`src/rtl/diag_fault_pkg.sv`:
```
package diag_fault_pkg;

   // ****************************************
   // register offsets
   // ****************************************
   localparam logic [15:0] ADDR_CELL_LOW_VOLTAGE_UPPER = 16'h053e;
   localparam logic [15:0] ADDR_CELL_LOW_VOLTAGE_LOWER = 16'h053f;
   localparam logic [15:0] ADDR_INPUT_HOT_FLAGS = 16'h0540;
   localparam logic [15:0] ADDR_INPUT_COLD_FLAGS = 16'h0541;
   localparam logic [15:0] ADDR_AUX_INPUT_COMPARE_FAIL = 16'h0543;
   localparam logic [15:0] ADDR_CELL_COMPARE_FAIL_UPPER = 16'h0545;
   localparam logic [15:0] ADDR_CELL_COMPARE_FAIL_LOWER = 16'h0546;
   localparam logic [15:0] ADDR_CELL_OPEN_WIRE_UPPER = 16'h0548;
   localparam logic [15:0] ADDR_CELL_OPEN_WIRE_LOWER = 16'h0549;
   localparam logic [15:0] ADDR_BALANCE_OPEN_WIRE_UPPER = 16'h054b;
   localparam logic [15:0] ADDR_BALANCE_OPEN_WIRE_LOWER = 16'h054c;
   localparam logic [15:0] ADDR_BALANCE_SWITCH_FAIL_UPPER = 16'h054e;
   localparam logic [15:0] ADDR_BALANCE_SWITCH_FAIL_LOWER = 16'h054f;
   localparam logic [15:0] ADDR_COMPARE_MISC_STATUS = 16'h0550;
   localparam logic [15:0] ADDR_POWER_FAULT_FIRST = 16'h0552;
   localparam logic [15:0] ADDR_POWER_FAULT_SECOND = 16'h0553;
   localparam logic [15:0] ADDR_POWER_FAULT_THIRD = 16'h0554;

   // ****************************************
   // field positions and reset value
   // ****************************************
   localparam logic [7:0] RESET_VALUE = 8'h00;
   localparam int MISC_ABORT_BIT = 1;
   localparam int MISC_FILTER_BIT = 0;
   localparam logic [7:0] MISC_VALID_MASK = 8'h03;
   localparam int PWR1_PUMP_GND_BIT = 7;
   localparam int PWR1_DIG_GND_BIT = 6;
   localparam int PWR1_REF_RET_BIT = 5;
   localparam int PWR1_PUMP_LOW_BIT = 4;
   localparam int PWR1_PUMP_HIGH_BIT = 3;
   localparam int PWR1_DIG_HIGH_BIT = 2;
   localparam int PWR1_ANA_OSC_BIT = 1;
   localparam int PWR1_ANA_HIGH_BIT = 0;
   localparam int PWR2_SELFTEST_BIT = 6;
   localparam int PWR2_HREF_OSC_BIT = 4;
   localparam int PWR2_NEG_LOW_BIT = 3;
   localparam int PWR2_SREF_OSC_BIT = 2;
   localparam int PWR2_SREF_LOW_BIT = 1;
   localparam int PWR2_SREF_HIGH_BIT = 0;
   localparam logic [7:0] PWR2_VALID_MASK = 8'h5f;
   localparam int PWR3_RESET_CAUSE_BIT = 0;
   localparam logic [7:0] PWR3_VALID_MASK = 8'h01;

   // ****************************************
   // threshold widths
   // ****************************************
   localparam int AUX_THR_W = 3;
   localparam int CELL_THR_W = 5;
   localparam int OPEN_WIRE_THRESHOLD_W = 4;

   // ****************************************
   // carriers
   // ****************************************
   typedef struct packed {
      logic pump_ground_open;
      logic digital_ground_open;
      logic ref_return_open;
      logic pump_supply_low;
      logic pump_supply_high;
      logic digital_supply_high;
      logic analog_supply_oscillating;
      logic analog_supply_high;
   } power_first_type;

   typedef struct packed {
      logic supply_selftest_fail;
      logic high_ref_oscillating;
      logic neg_pump_low;
      logic sensor_ref_oscillating;
      logic sensor_ref_low;
      logic sensor_ref_high;
   } power_second_type;

   typedef struct packed {
      logic re;
      logic we;
      logic [15:0] addr;
      logic [7:0] wdata;
   } host_req_type;

endpackage

```
`src/rtl/diag_fault_status_bank.sv`:
```
`timescale 1ns/100ps
`default_nettype none

// Contract
// - undervoltage flags cells 9..16, bit 0 = cell 9.
// - undervoltage flags cells 1..8, bit 0 = cell 1.
// - over-temperature flag per aux input 1..8, bit 0 = input 1.
// - under-temperature flag per aux input 1..8, bit 0 = input 1.
// - aux input fails when main/aux readings differ above 3-bit threshold.
// - cell fails when primary/aux readings differ above 5-bit threshold.
// - open-wire flag when cell voltage is below 4-bit threshold.
// - balancing-path open-wire fail flag per switch, upper and lower registers.
// - balancing-switch diagnostic fail flag per switch, upper and lower.
// - abort flag set when comparison diagnostic aborted for bad setting.
// - filter diagnostic outcome held in one misc flag, 1 = fail.
// - first power register bits 7..5 flag open grounds and reference return.
// - first power register bits 4,3,2,0 flag regulator faults.
// - bit 1 flags analog oscillation; host should ignore and clear it.
// - second power register bit 6 self-test fail; bits 7,5 read zero.
// - second power register bits 4..0 flag reference and pump faults.
// - third power register bit 0 records analog-undervoltage digital reset.
// - voltage summary set when mask clear and any undervoltage bit set.
// - power summary set when mask clear and any power bit set.
// - temperature summary set when mask clear and any over-temp bit set.
module diag_fault_status_bank #(
   parameter int CELLS = 16,
   parameter int INPUTS = 8
) (
   // clock and reset
   input wire logic I_CORE_CLK,
   input wire logic I_RST,
   // host register port
   input wire diag_fault_pkg::host_req_type I_HOST_REQ,
   output logic [7:0] O_RDATA,
   output logic O_RVALID,
   // measurement and comparator sources
   input wire logic [CELLS-1:0] I_CELL_LOW_VOLT_FLAG,
   input wire logic [INPUTS-1:0] I_INPUT_HOT_FLAG,
   input wire logic [INPUTS-1:0] I_INPUT_COLD_FLAG,
   input wire logic [INPUTS*16-1:0] I_AUX_MAIN_READING,
   input wire logic [INPUTS*16-1:0] I_AUX_AUX_READING,
   input wire logic [CELLS*16-1:0] I_CELL_MAIN_READING,
   input wire logic [CELLS*16-1:0] I_CELL_AUX_READING,
   input wire logic I_COMPARE_STROBE,
   input wire logic [diag_fault_pkg::AUX_THR_W-1:0] I_AUX_COMPARE_THRESHOLD,
   input wire logic [diag_fault_pkg::CELL_THR_W-1:0] I_CELL_COMPARE_THRESHOLD,
   input wire logic [diag_fault_pkg::OPEN_WIRE_THRESHOLD_W-1:0] I_OPEN_WIRE_THRESHOLD,
   input wire logic I_OPEN_WIRE_STROBE,
   input wire logic [CELLS-1:0] I_BALANCE_OPEN_WIRE_FLAG,
   input wire logic [CELLS-1:0] I_BALANCE_SWITCH_FLAG,
   input wire logic I_COMPARE_ABORT,
   input wire logic I_FILTER_DIAG_FLAG,
   input wire diag_fault_pkg::power_first_type I_POWER_FIRST,
   input wire diag_fault_pkg::power_second_type I_POWER_SECOND,
   input wire logic I_ANALOG_LOW_RESET_CAUSE,
   // clear strobe and summary masks
   input wire logic I_FAULT_CLEAR,
   input wire logic I_LOW_VOLT_SUMMARY_MASK,
   input wire logic I_HOT_SUMMARY_MASK,
   input wire logic I_POWER_SUMMARY_MASK,
   // summary flags
   output logic O_VOLTAGE_SUMMARY_FLAG,
   output logic O_TEMPERATURE_SUMMARY_FLAG,
   output logic O_POWER_SUMMARY_FLAG
);

   initial begin
      if (CELLS != 16 || INPUTS != 8) begin
         $error("bank layout serves exactly 16 cells and 8 inputs");
      end
   end

   // ****************************************
   // flag state
   // ****************************************
   logic [CELLS-1:0] cell_low_volt_ff;
   logic [INPUTS-1:0] input_hot_ff;
   logic [INPUTS-1:0] input_cold_ff;
   logic [INPUTS-1:0] aux_compare_ff;
   logic [CELLS-1:0] cell_compare_ff;
   logic [CELLS-1:0] cell_open_wire_ff;
   logic [CELLS-1:0] balance_open_wire_ff;
   logic [CELLS-1:0] balance_switch_ff;
   logic [7:0] misc_ff;
   logic [7:0] power_first_ff;
   logic [7:0] power_second_ff;
   logic [7:0] power_third_ff;
   logic [INPUTS-1:0] aux_compare_hit;
   logic [CELLS-1:0] cell_compare_hit;
   logic [CELLS-1:0] open_wire_hit;
   logic [7:0] misc_src;
   logic [7:0] power_second_src;
   logic [7:0] power_third_src;

   // ****************************************
   // comparison diagnostics
   // ****************************************
   // differences are unsigned magnitudes; thresholds are in reading lsbs
   genvar gi;
   generate
      for (gi = 0; gi < CELLS; gi++) begin : g_cell
         logic [15:0] cm;
         logic [15:0] ca;
         logic [15:0] cdiff;
         assign cm = I_CELL_MAIN_READING[gi*16 +: 16];
         assign ca = I_CELL_AUX_READING[gi*16 +: 16];
         assign cdiff = (cm > ca) ? 16'(cm - ca) : 16'(ca - cm);
         assign cell_compare_hit[gi] = I_COMPARE_STROBE
            && (cdiff > 16'(I_CELL_COMPARE_THRESHOLD));
         assign open_wire_hit[gi] = I_OPEN_WIRE_STROBE
            && (cm < 16'(I_OPEN_WIRE_THRESHOLD));
         if (gi < INPUTS) begin : g_aux
            logic [15:0] am;
            logic [15:0] aa;
            logic [15:0] adiff;
            assign am = I_AUX_MAIN_READING[gi*16 +: 16];
            assign aa = I_AUX_AUX_READING[gi*16 +: 16];
            assign adiff = (am > aa) ? 16'(am - aa) : 16'(aa - am);
            assign aux_compare_hit[gi] = I_COMPARE_STROBE
               && (adiff > 16'(I_AUX_COMPARE_THRESHOLD));
         end
      end
   endgenerate

   always_comb begin
      misc_src = diag_fault_pkg::RESET_VALUE;
      misc_src[diag_fault_pkg::MISC_ABORT_BIT] = I_COMPARE_ABORT;
      misc_src[diag_fault_pkg::MISC_FILTER_BIT] = I_FILTER_DIAG_FLAG;
   end

   always_comb begin
      power_second_src = diag_fault_pkg::RESET_VALUE;
      power_second_src[diag_fault_pkg::PWR2_SELFTEST_BIT] =
         I_POWER_SECOND.supply_selftest_fail;
      power_second_src[diag_fault_pkg::PWR2_HREF_OSC_BIT] =
         I_POWER_SECOND.high_ref_oscillating;
      power_second_src[diag_fault_pkg::PWR2_NEG_LOW_BIT] = I_POWER_SECOND.neg_pump_low;
      power_second_src[diag_fault_pkg::PWR2_SREF_OSC_BIT] =
         I_POWER_SECOND.sensor_ref_oscillating;
      power_second_src[diag_fault_pkg::PWR2_SREF_LOW_BIT] = I_POWER_SECOND.sensor_ref_low;
      power_second_src[diag_fault_pkg::PWR2_SREF_HIGH_BIT] = I_POWER_SECOND.sensor_ref_high;
   end

   always_comb begin
      power_third_src = diag_fault_pkg::RESET_VALUE;
      power_third_src[diag_fault_pkg::PWR3_RESET_CAUSE_BIT] = I_ANALOG_LOW_RESET_CAUSE;
   end

   // ****************************************
   // sticky flags
   // ****************************************
   // a source event in the clear cycle wins, so no fault is lost
   always_ff @(posedge I_CORE_CLK or posedge I_RST) begin
      if (I_RST) begin
         cell_low_volt_ff <= '0;
         input_hot_ff <= '0;
         input_cold_ff <= '0;
      end else begin
         cell_low_volt_ff <= (I_FAULT_CLEAR ? '0 : cell_low_volt_ff)
            | I_CELL_LOW_VOLT_FLAG;
         input_hot_ff <= (I_FAULT_CLEAR ? '0 : input_hot_ff) | I_INPUT_HOT_FLAG;
         input_cold_ff <= (I_FAULT_CLEAR ? '0 : input_cold_ff) | I_INPUT_COLD_FLAG;
      end
   end

   always_ff @(posedge I_CORE_CLK or posedge I_RST) begin
      if (I_RST) begin
         aux_compare_ff <= '0;
         cell_compare_ff <= '0;
         cell_open_wire_ff <= '0;
         balance_open_wire_ff <= '0;
         balance_switch_ff <= '0;
      end else begin
         aux_compare_ff <= (I_FAULT_CLEAR ? '0 : aux_compare_ff) | aux_compare_hit;
         cell_compare_ff <= (I_FAULT_CLEAR ? '0 : cell_compare_ff) | cell_compare_hit;
         cell_open_wire_ff <= (I_FAULT_CLEAR ? '0 : cell_open_wire_ff) | open_wire_hit;
         balance_open_wire_ff <= (I_FAULT_CLEAR ? '0 : balance_open_wire_ff)
            | I_BALANCE_OPEN_WIRE_FLAG;
         balance_switch_ff <= (I_FAULT_CLEAR ? '0 : balance_switch_ff)
            | I_BALANCE_SWITCH_FLAG;
      end
   end

   always_ff @(posedge I_CORE_CLK or posedge I_RST) begin
      if (I_RST) begin
         misc_ff <= diag_fault_pkg::RESET_VALUE;
         power_first_ff <= diag_fault_pkg::RESET_VALUE;
         power_second_ff <= diag_fault_pkg::RESET_VALUE;
         power_third_ff <= diag_fault_pkg::RESET_VALUE;
      end else begin
         misc_ff <= ((I_FAULT_CLEAR ? 8'h00 : misc_ff) | misc_src)
            & diag_fault_pkg::MISC_VALID_MASK;
         // struct order matches bit order 7..0; oscillation may be spurious on wake
         power_first_ff <= (I_FAULT_CLEAR ? 8'h00 : power_first_ff)
            | 8'(I_POWER_FIRST);
         power_second_ff <= ((I_FAULT_CLEAR ? 8'h00 : power_second_ff) | power_second_src)
            & diag_fault_pkg::PWR2_VALID_MASK;
         power_third_ff <= ((I_FAULT_CLEAR ? 8'h00 : power_third_ff) | power_third_src)
            & diag_fault_pkg::PWR3_VALID_MASK;
      end
   end

   // ****************************************
   // summary flags
   // ****************************************
   always_ff @(posedge I_CORE_CLK or posedge I_RST) begin
      if (I_RST) begin
         O_VOLTAGE_SUMMARY_FLAG <= 1'b0;
         O_TEMPERATURE_SUMMARY_FLAG <= 1'b0;
         O_POWER_SUMMARY_FLAG <= 1'b0;
      end else begin
         O_VOLTAGE_SUMMARY_FLAG <= !I_LOW_VOLT_SUMMARY_MASK && (|cell_low_volt_ff);
         O_TEMPERATURE_SUMMARY_FLAG <= !I_HOT_SUMMARY_MASK && (|input_hot_ff);
         O_POWER_SUMMARY_FLAG <= !I_POWER_SUMMARY_MASK
            && (|{power_first_ff, power_second_ff, power_third_ff});
      end
   end

   // ****************************************
   // host read port
   // ****************************************
   // writes are dropped: every register here is status only
   always_ff @(posedge I_CORE_CLK or posedge I_RST) begin
      if (I_RST) begin
         O_RDATA <= diag_fault_pkg::RESET_VALUE;
         O_RVALID <= 1'b0;
      end else begin
         O_RVALID <= I_HOST_REQ.re;
         if (I_HOST_REQ.re) begin
            case (I_HOST_REQ.addr)
               diag_fault_pkg::ADDR_CELL_LOW_VOLTAGE_UPPER: O_RDATA <= cell_low_volt_ff[15:8];
               diag_fault_pkg::ADDR_CELL_LOW_VOLTAGE_LOWER: O_RDATA <= cell_low_volt_ff[7:0];
               diag_fault_pkg::ADDR_INPUT_HOT_FLAGS: O_RDATA <= input_hot_ff;
               diag_fault_pkg::ADDR_INPUT_COLD_FLAGS: O_RDATA <= input_cold_ff;
               diag_fault_pkg::ADDR_AUX_INPUT_COMPARE_FAIL: O_RDATA <= aux_compare_ff;
               diag_fault_pkg::ADDR_CELL_COMPARE_FAIL_UPPER: O_RDATA <= cell_compare_ff[15:8];
               diag_fault_pkg::ADDR_CELL_COMPARE_FAIL_LOWER: O_RDATA <= cell_compare_ff[7:0];
               diag_fault_pkg::ADDR_CELL_OPEN_WIRE_UPPER: O_RDATA <= cell_open_wire_ff[15:8];
               diag_fault_pkg::ADDR_CELL_OPEN_WIRE_LOWER: O_RDATA <= cell_open_wire_ff[7:0];
               diag_fault_pkg::ADDR_BALANCE_OPEN_WIRE_UPPER: begin
                  O_RDATA <= balance_open_wire_ff[15:8];
               end
               diag_fault_pkg::ADDR_BALANCE_OPEN_WIRE_LOWER: begin
                  O_RDATA <= balance_open_wire_ff[7:0];
               end
               diag_fault_pkg::ADDR_BALANCE_SWITCH_FAIL_UPPER: begin
                  O_RDATA <= balance_switch_ff[15:8];
               end
               diag_fault_pkg::ADDR_BALANCE_SWITCH_FAIL_LOWER: begin
                  O_RDATA <= balance_switch_ff[7:0];
               end
               diag_fault_pkg::ADDR_COMPARE_MISC_STATUS: O_RDATA <= misc_ff;
               diag_fault_pkg::ADDR_POWER_FAULT_FIRST: O_RDATA <= power_first_ff;
               diag_fault_pkg::ADDR_POWER_FAULT_SECOND: O_RDATA <= power_second_ff;
               diag_fault_pkg::ADDR_POWER_FAULT_THIRD: O_RDATA <= power_third_ff;
               default: O_RDATA <= diag_fault_pkg::RESET_VALUE;
            endcase
         end
      end
   end

endmodule

`default_nettype wire

```
`config.mk`:
```
export PLATFORM = sky130hd
export DESIGN_NAME = diag_fault_status_bank
export DESIGN_NICKNAME = d
export VERILOG_FILES = /design/src/rtl/diag_fault_pkg.sv /design/src/rtl/diag_fault_status_bank.sv
export SDC_FILE = /design/constraint.sdc
export NUM_CORES = 2
export LEC_CHECK = 0
export BUFFER_PORTS_ARGS = -buffer_cell sky130_fd_sc_hd__buf_2
export CORE_AREA = 2 2 356 358
export CTS_CLUSTER_SIZE = 8
export DETAILED_ROUTE_END_ITERATION = 8
export DIE_AREA = 0 0 358 360
export PLACE_DENSITY = 0.66
export SETUP_SLACK_MARGIN = 0.1
export SKIP_LAST_GASP = 1
export SLEW_MARGIN = 20
export SYNTH_ARGS = -nofsm -noshare
export SYNTH_HDL_FRONTEND = slang
export SYNTH_SLANG_ARGS = --single-unit
```
`constraint.sdc`:
```
create_clock -name I_CORE_CLK -period 5.42 [get_ports I_CORE_CLK]
set_input_delay 1.084 -clock I_CORE_CLK [delete_from_list [all_inputs] [get_ports I_CORE_CLK]]
set_output_delay 1.084 -clock I_CORE_CLK [all_outputs]
set_load 0.02 [all_outputs]
```
Word-level counts from Yosys, hierarchy flattened
Index checks and enable logic that the tools add are counted.

$add $sub $neg: 48. Order comparisons: 64. Eq/ne operators: 17. Multiplexer cells: 37. Bitwise gates (word level): 12. Reductions and logical operators: 49.

Operator list (number): 16-bit subtractor (48); 16-bit two-way mux (29); 16-bit greater-than comparator (24); 16-bit by 11-bit equality test with 1-bit output (second input constant) (17); 16-bit by 5-bit greater-than comparator with 1-bit output (16); 16-bit by 4-bit < comparator with 1-bit output (16); 8-bit case mux with 17 select lines (1); 16-bit by 3-bit greater-than comparator with 1-bit output (8); 16-bit bitwise OR (5); 1-bit logical AND (43); 8-bit two-way mux (4); 8-bit bitwise OR (4); 16-bit OR reduction (1); 15-bit OR reduction (1); 8-bit OR reduction (1); 7-bit two-way mux (1); 7-bit bitwise OR (1); 1-bit zero test (3); 2-bit two-way mux (1); 2-bit bitwise OR (1); 1-bit two-way mux (1); 1-bit bitwise OR (1).

Flip-flop bits (word level): 133. Input bits: 895.

Depth between registers and ports, before layout
Depth after elaboration: 5. Gate-level depth with buffers: 24. Gate-level depth less buffers: 22.

Least setup slack after synthesis
OpenSTA, ideal clock, no wires.

Path type: input to register. From: input port I_AUX_MAIN_READING[70]. To: register aux_compare_ff[4]. Library setup time: 139 ps. Data arrival time: 5330 ps. Slack: -49 ps. Cell stages on the path: 21. Cells stage by stage: inv_1 > ha_1 > clkbuf_1 > nand2_1 > nor3_1 > nand2_1 > o21a_1 > a31oi_1 > clkbuf_1 > mux2_2 > ha_1 > nor2b_1 > o21ai_0 > a32oi_1 > nor4bb_1 > or4b_2 > nor4_1 > a21oi_1 > o21a_1 > a31oi_1 > a41oi_1.

Word-level cells in the longest chain between the ends: 5. Elaborated cells between the ends (all ways): 7. Classes of those cells: add/sub (2); order compare (2); mux (1); bitwise (1); reduce/logical (1).

Ends and longest elaborated chain: start, declared (line diag_fault_status_bank.sv:40) `input wire logic [INPUTS*16-1:0] I_AUX_MAIN_READING,`; 16-bit subtractor / 16-bit greater-than comparator (equally long branches) (line diag_fault_status_bank.sv:118) `assign adiff = (am > aa) ? 16'(am - aa) : 16'(aa - am);`; 16-bit two-way mux (*) (line diag_fault_status_bank.sv:118); 16-bit by 3-bit greater-than comparator with 1-bit output (*) (line diag_fault_status_bank.sv:120) `&& (adiff > 16'(I_AUX_COMPARE_THRESHOLD));`; 1-bit logical AND (*) (line diag_fault_status_bank.sv:120); 8-bit bitwise OR (*) (line diag_fault_status_bank.sv:174) `aux_compare_ff <= (I_FAULT_CLEAR ? '0 : aux_compare_ff) | aux_compare_hit;`; end signal, assigned (line diag_fault_status_bank.sv:174); end, declared (line diag_fault_status_bank.sv:79) `logic [INPUTS-1:0] aux_compare_ff;`.

Every way passes the cells marked *; elsewhere a longest branch is shown, timed or not. A chain may end at the register's enable or synchronous reset.

Worst setup path after layout
From: input port I_AUX_MAIN_READING[64]. To: register aux_compare_ff[4].

The elaborated chain is that of the path after synthesis.

==> flow_summary.yaml <==
placed_design:
  place_congestion: 1.02
  dp_hpwl_mm: 174
  port_buffers: 897
  placed_area_um2: 55700
  dp_slack_ps: -294
pwr:
  vdd_ir_drop_max_mv: 0.207
  powerDensity_nw_per_um2: 150
  leakage_uw: 0.0294
logic_synthesis:
  synth_nets: 8679
  synth_edf_count: 0
  yosysSeqAreaShare_pct: 6.87
  synth.most_common_cell: "inv_1"
  async_flop_share_pct: 100
  ys_types: 98
  synth_largest_area_cell: "ha_1"
  ys.warnings.count: 0
  syn-instance-count: 6840
  synth_common_cells: "inv_1 (989), ha_1 (896), a21oi_1 (593)"
  ys_dominant_reg_cell: "dfrtp_1"
  syn_area_um2: 48500
  avgSynthCellArea_um2: 7.09
  netlist.area_leader.share_pct: 23.1
  ys_ff_latch: 133
  synth_area_leaders: "ha_1 (23%), inv_1 (7.7%), dfrtp_1 (6.9%)"
drt:
  via_per_inst: 5.79
  first_pass_iters: 8
  drtAntennaViolNets: 0
  dr.first_iter.drc_count: 5251
  drc: 0
  num_vias: 54740
  wl_per_cell_um: 21.7
  finalWirelength_mm: 206
cells_and_area:
  drive_above_1_share_pct: 16.9
  multi_input_area_um2: 40300
  areaGrowthSynthToFinish_pct: 16.9
  register_area_um2: 3330
  nNetsFinal: 9550
  post-route-util_pct: 45.3
  final_area_um2: 56600
  nFillCells: 12890
setup_path:
  cp-start-kind: "input port"
  r2r_slack_ps: 3110
  critPathBufInv: 3
  path_cells: "buf_2, inv_1, ha_1, inv_1, fa_1, a21oi_2, o21ai_0, nand2_1, a21oi_1, a31oi_2, mux2_2, ha_1, nor2b_1, o21ai_0, a32oi_1, nor4bb_1, or4b_2, nor4_4, a21oi_1, o21a_1, a31oi_1, a41oi_1"
  worstPathArrival_ps: 5430
  cp_slowest_cell: "or4b_2"
  r2r_cells: 7
  cp_max_fo: 2
  max_stage_delay_ps: 670
  worstSetupPathType: "in2reg"
  cp_top_family: "simple AND/OR/NAND/NOR gates"
  regToRegStartpoint: "aux_compare_ff[2]$_DFF_PP0_"
  r2r_end: "aux_compare_ff[2]$_DFF_PP0_"
  crit_path_end_kind: "register"
  worstPathRequired_ps: 5800
global_route:
  overflow: 0
  grt_first_pass_wirelength_mm: 304
  grt_use_total_pct: 30.3
  grt_max_degree: 108
  antenna_found_initial: 155
  grt_pass1_vias: 51461
timing:
  min_period_ps: 5060
  drv_slew: 0
  worst_pin_slew_ps: 1120
  tns_ps: 0
  fmax_mhz: 198
  rsz0062_at_grt: "yes"
  finalSetupViolCount: 0
  fin_crit_sh_pct: 93.3
  clock_skew_ps: 31.6
  setup_ws_ps: 365
  hold_viol_final: 0
  relSlewSlack_pct: 25.0
  whs_ps: 480
hold_path:
  hold_depth: 1
  hp-class: "reg2reg"
  min-delay-start: "misc_ff[0]$_DFF_PP0_"
  min_to: "misc_ff[0]$_DFF_PP0_"
clocking:
  cts_tree: "yes"
  htreeDepth: 4
  cts_sinks: 133
  clockBufferDepth: 2
  cts-root-buf: "clkbuf_16"
  cts_setup_buffers: 0
  cts_buffers: 17
  worst_setup_hold_path_clk_slew_ps: 90
  insertion_delay_ps: 500
die:
  die_width_um: 358
  initial_core_util_pct: 38.8
  die_h_um: 360
  die_area_um2: 129000
  rows: 130
  io_pins: 907
  core_area_um2: 125000
status:
  status: "finished clean"
flow_run:
  maxCapViolCount: 0
-- cell families (layout without fill, tap and decap cells) --
logic type / count (synthesis) / in the layout / share of synthesized area, %
compound gates: 2296 / 2296 / 31.3
other cells: 0 / 85 / 0
xor+xnor: 263 / 263 / 4.75
buf+inv: 1281 / 2164 / 10.0
fa+ha+maj: 944 / 944 / 25.1
flops: 133 / 133 / 6.87
mux: 155 / 155 / 3.31
simple gates: 1768 / 1768 / 18.6
-- report_power, final --
part | internal [uW] | total (uW) | switching [uW]
registers | 1050 | 1110 | 63.3
logic | 2580 | 6060 | 3470
clock network | 792 | 1340 | 550
-- cells in the final DEF (no fill, tap or decap), types with 53 or more instances in the layout --
master	count
xor2_1	103
buf_4	246
and3_1	65
o21ai_0	416
nand4_1	97
a21o_1	327
nor3_1	160
a211oi_1	83
buf_2	897
ha_1	896
o21bai_1	53
nor4_1	79
dfrtp_1	133
o211ai_1	64
nor2_1	413
a21oi_1	591
xnor2_1	160
a31oi_1	112
inv_1	981
nand2_1	365
nand2b_1	94
nand3_1	120
nor2b_1	145
mux2i_1	113
diode_2	85
o21a_1	122
-- flip-flops by register name, summed over array words and instances (netlist names) --
name	cells
balance_open_wire_ff	16
O_RDATA	8
input_hot_ff	8
misc_ff	2
power_third_ff	1
balance_switch_ff	16
O_POWER_SUMMARY_FLAG	1
aux_compare_ff	8
power_first_ff	8
cell_low_volt_ff	16
power_second_ff	6
input_cold_ff	8
O_RVALID	1
cell_compare_ff	16
cell_open_wire_ff	16
O_TEMPERATURE_SUMMARY_FLAG	1
O_VOLTAGE_SUMMARY_FLAG	1
-- per-stage QoR --
step | std cells | total power [uW]
finish | 9458 | 8510
global route | 9431 | 9240
CTS | 9373 | 8450
detailed placement | 9342 | 7050
global placement | 9342 | 6950
floorplan | 6840 | 5170
-- per-layer routing --
layer  track usage [%]  share of wire [%]  vias to the layer above
met1              37.0                 40                    25761
met4              14.4                4.8                       90
met3              5.91                7.9                      465
li1                  -                  -                    26272
met2              50.8                 47                     2152
met5                 0               0.30                        -
-- how the worst max path moves through the flow --
stage                                start                           to  slack, ps  cells past startpoint
global placement    I_AUX_MAIN_READING[64]  aux_compare_ff[4]$_DFF_PP0_       -240                     22
CTS                 I_AUX_MAIN_READING[64]  aux_compare_ff[4]$_DFF_PP0_        230                     22
global route        I_AUX_MAIN_READING[96]  aux_compare_ff[6]$_DFF_PP0_         90                     21
detailed placement  I_AUX_MAIN_READING[64]  aux_compare_ff[4]$_DFF_PP0_       -290                     22
floorplan           I_AUX_MAIN_READING[64]  aux_compare_ff[4]$_DFF_PP0_        140                     22
finish              I_AUX_MAIN_READING[64]  aux_compare_ff[4]$_DFF_PP0_        360                     22
-- final cells by class --
class	instances	area share, %
Tap cell	1650	3.64
Antenna cell	85	0.376
Sequential cell	133	5.88
Multi-Input combinational cell	5426	71.2
Clock inverter	12	0.311
Inverter	990	6.58
Clock buffer	19	0.800
Timing Repair Buffer	1143	11.2
-- what timing repair did --
action                     CTS  global route
gates resized for setup      0            11
hold buffers                 0             0
setup endpoints to repair    0             4
(Power assumes the default switching activity.)
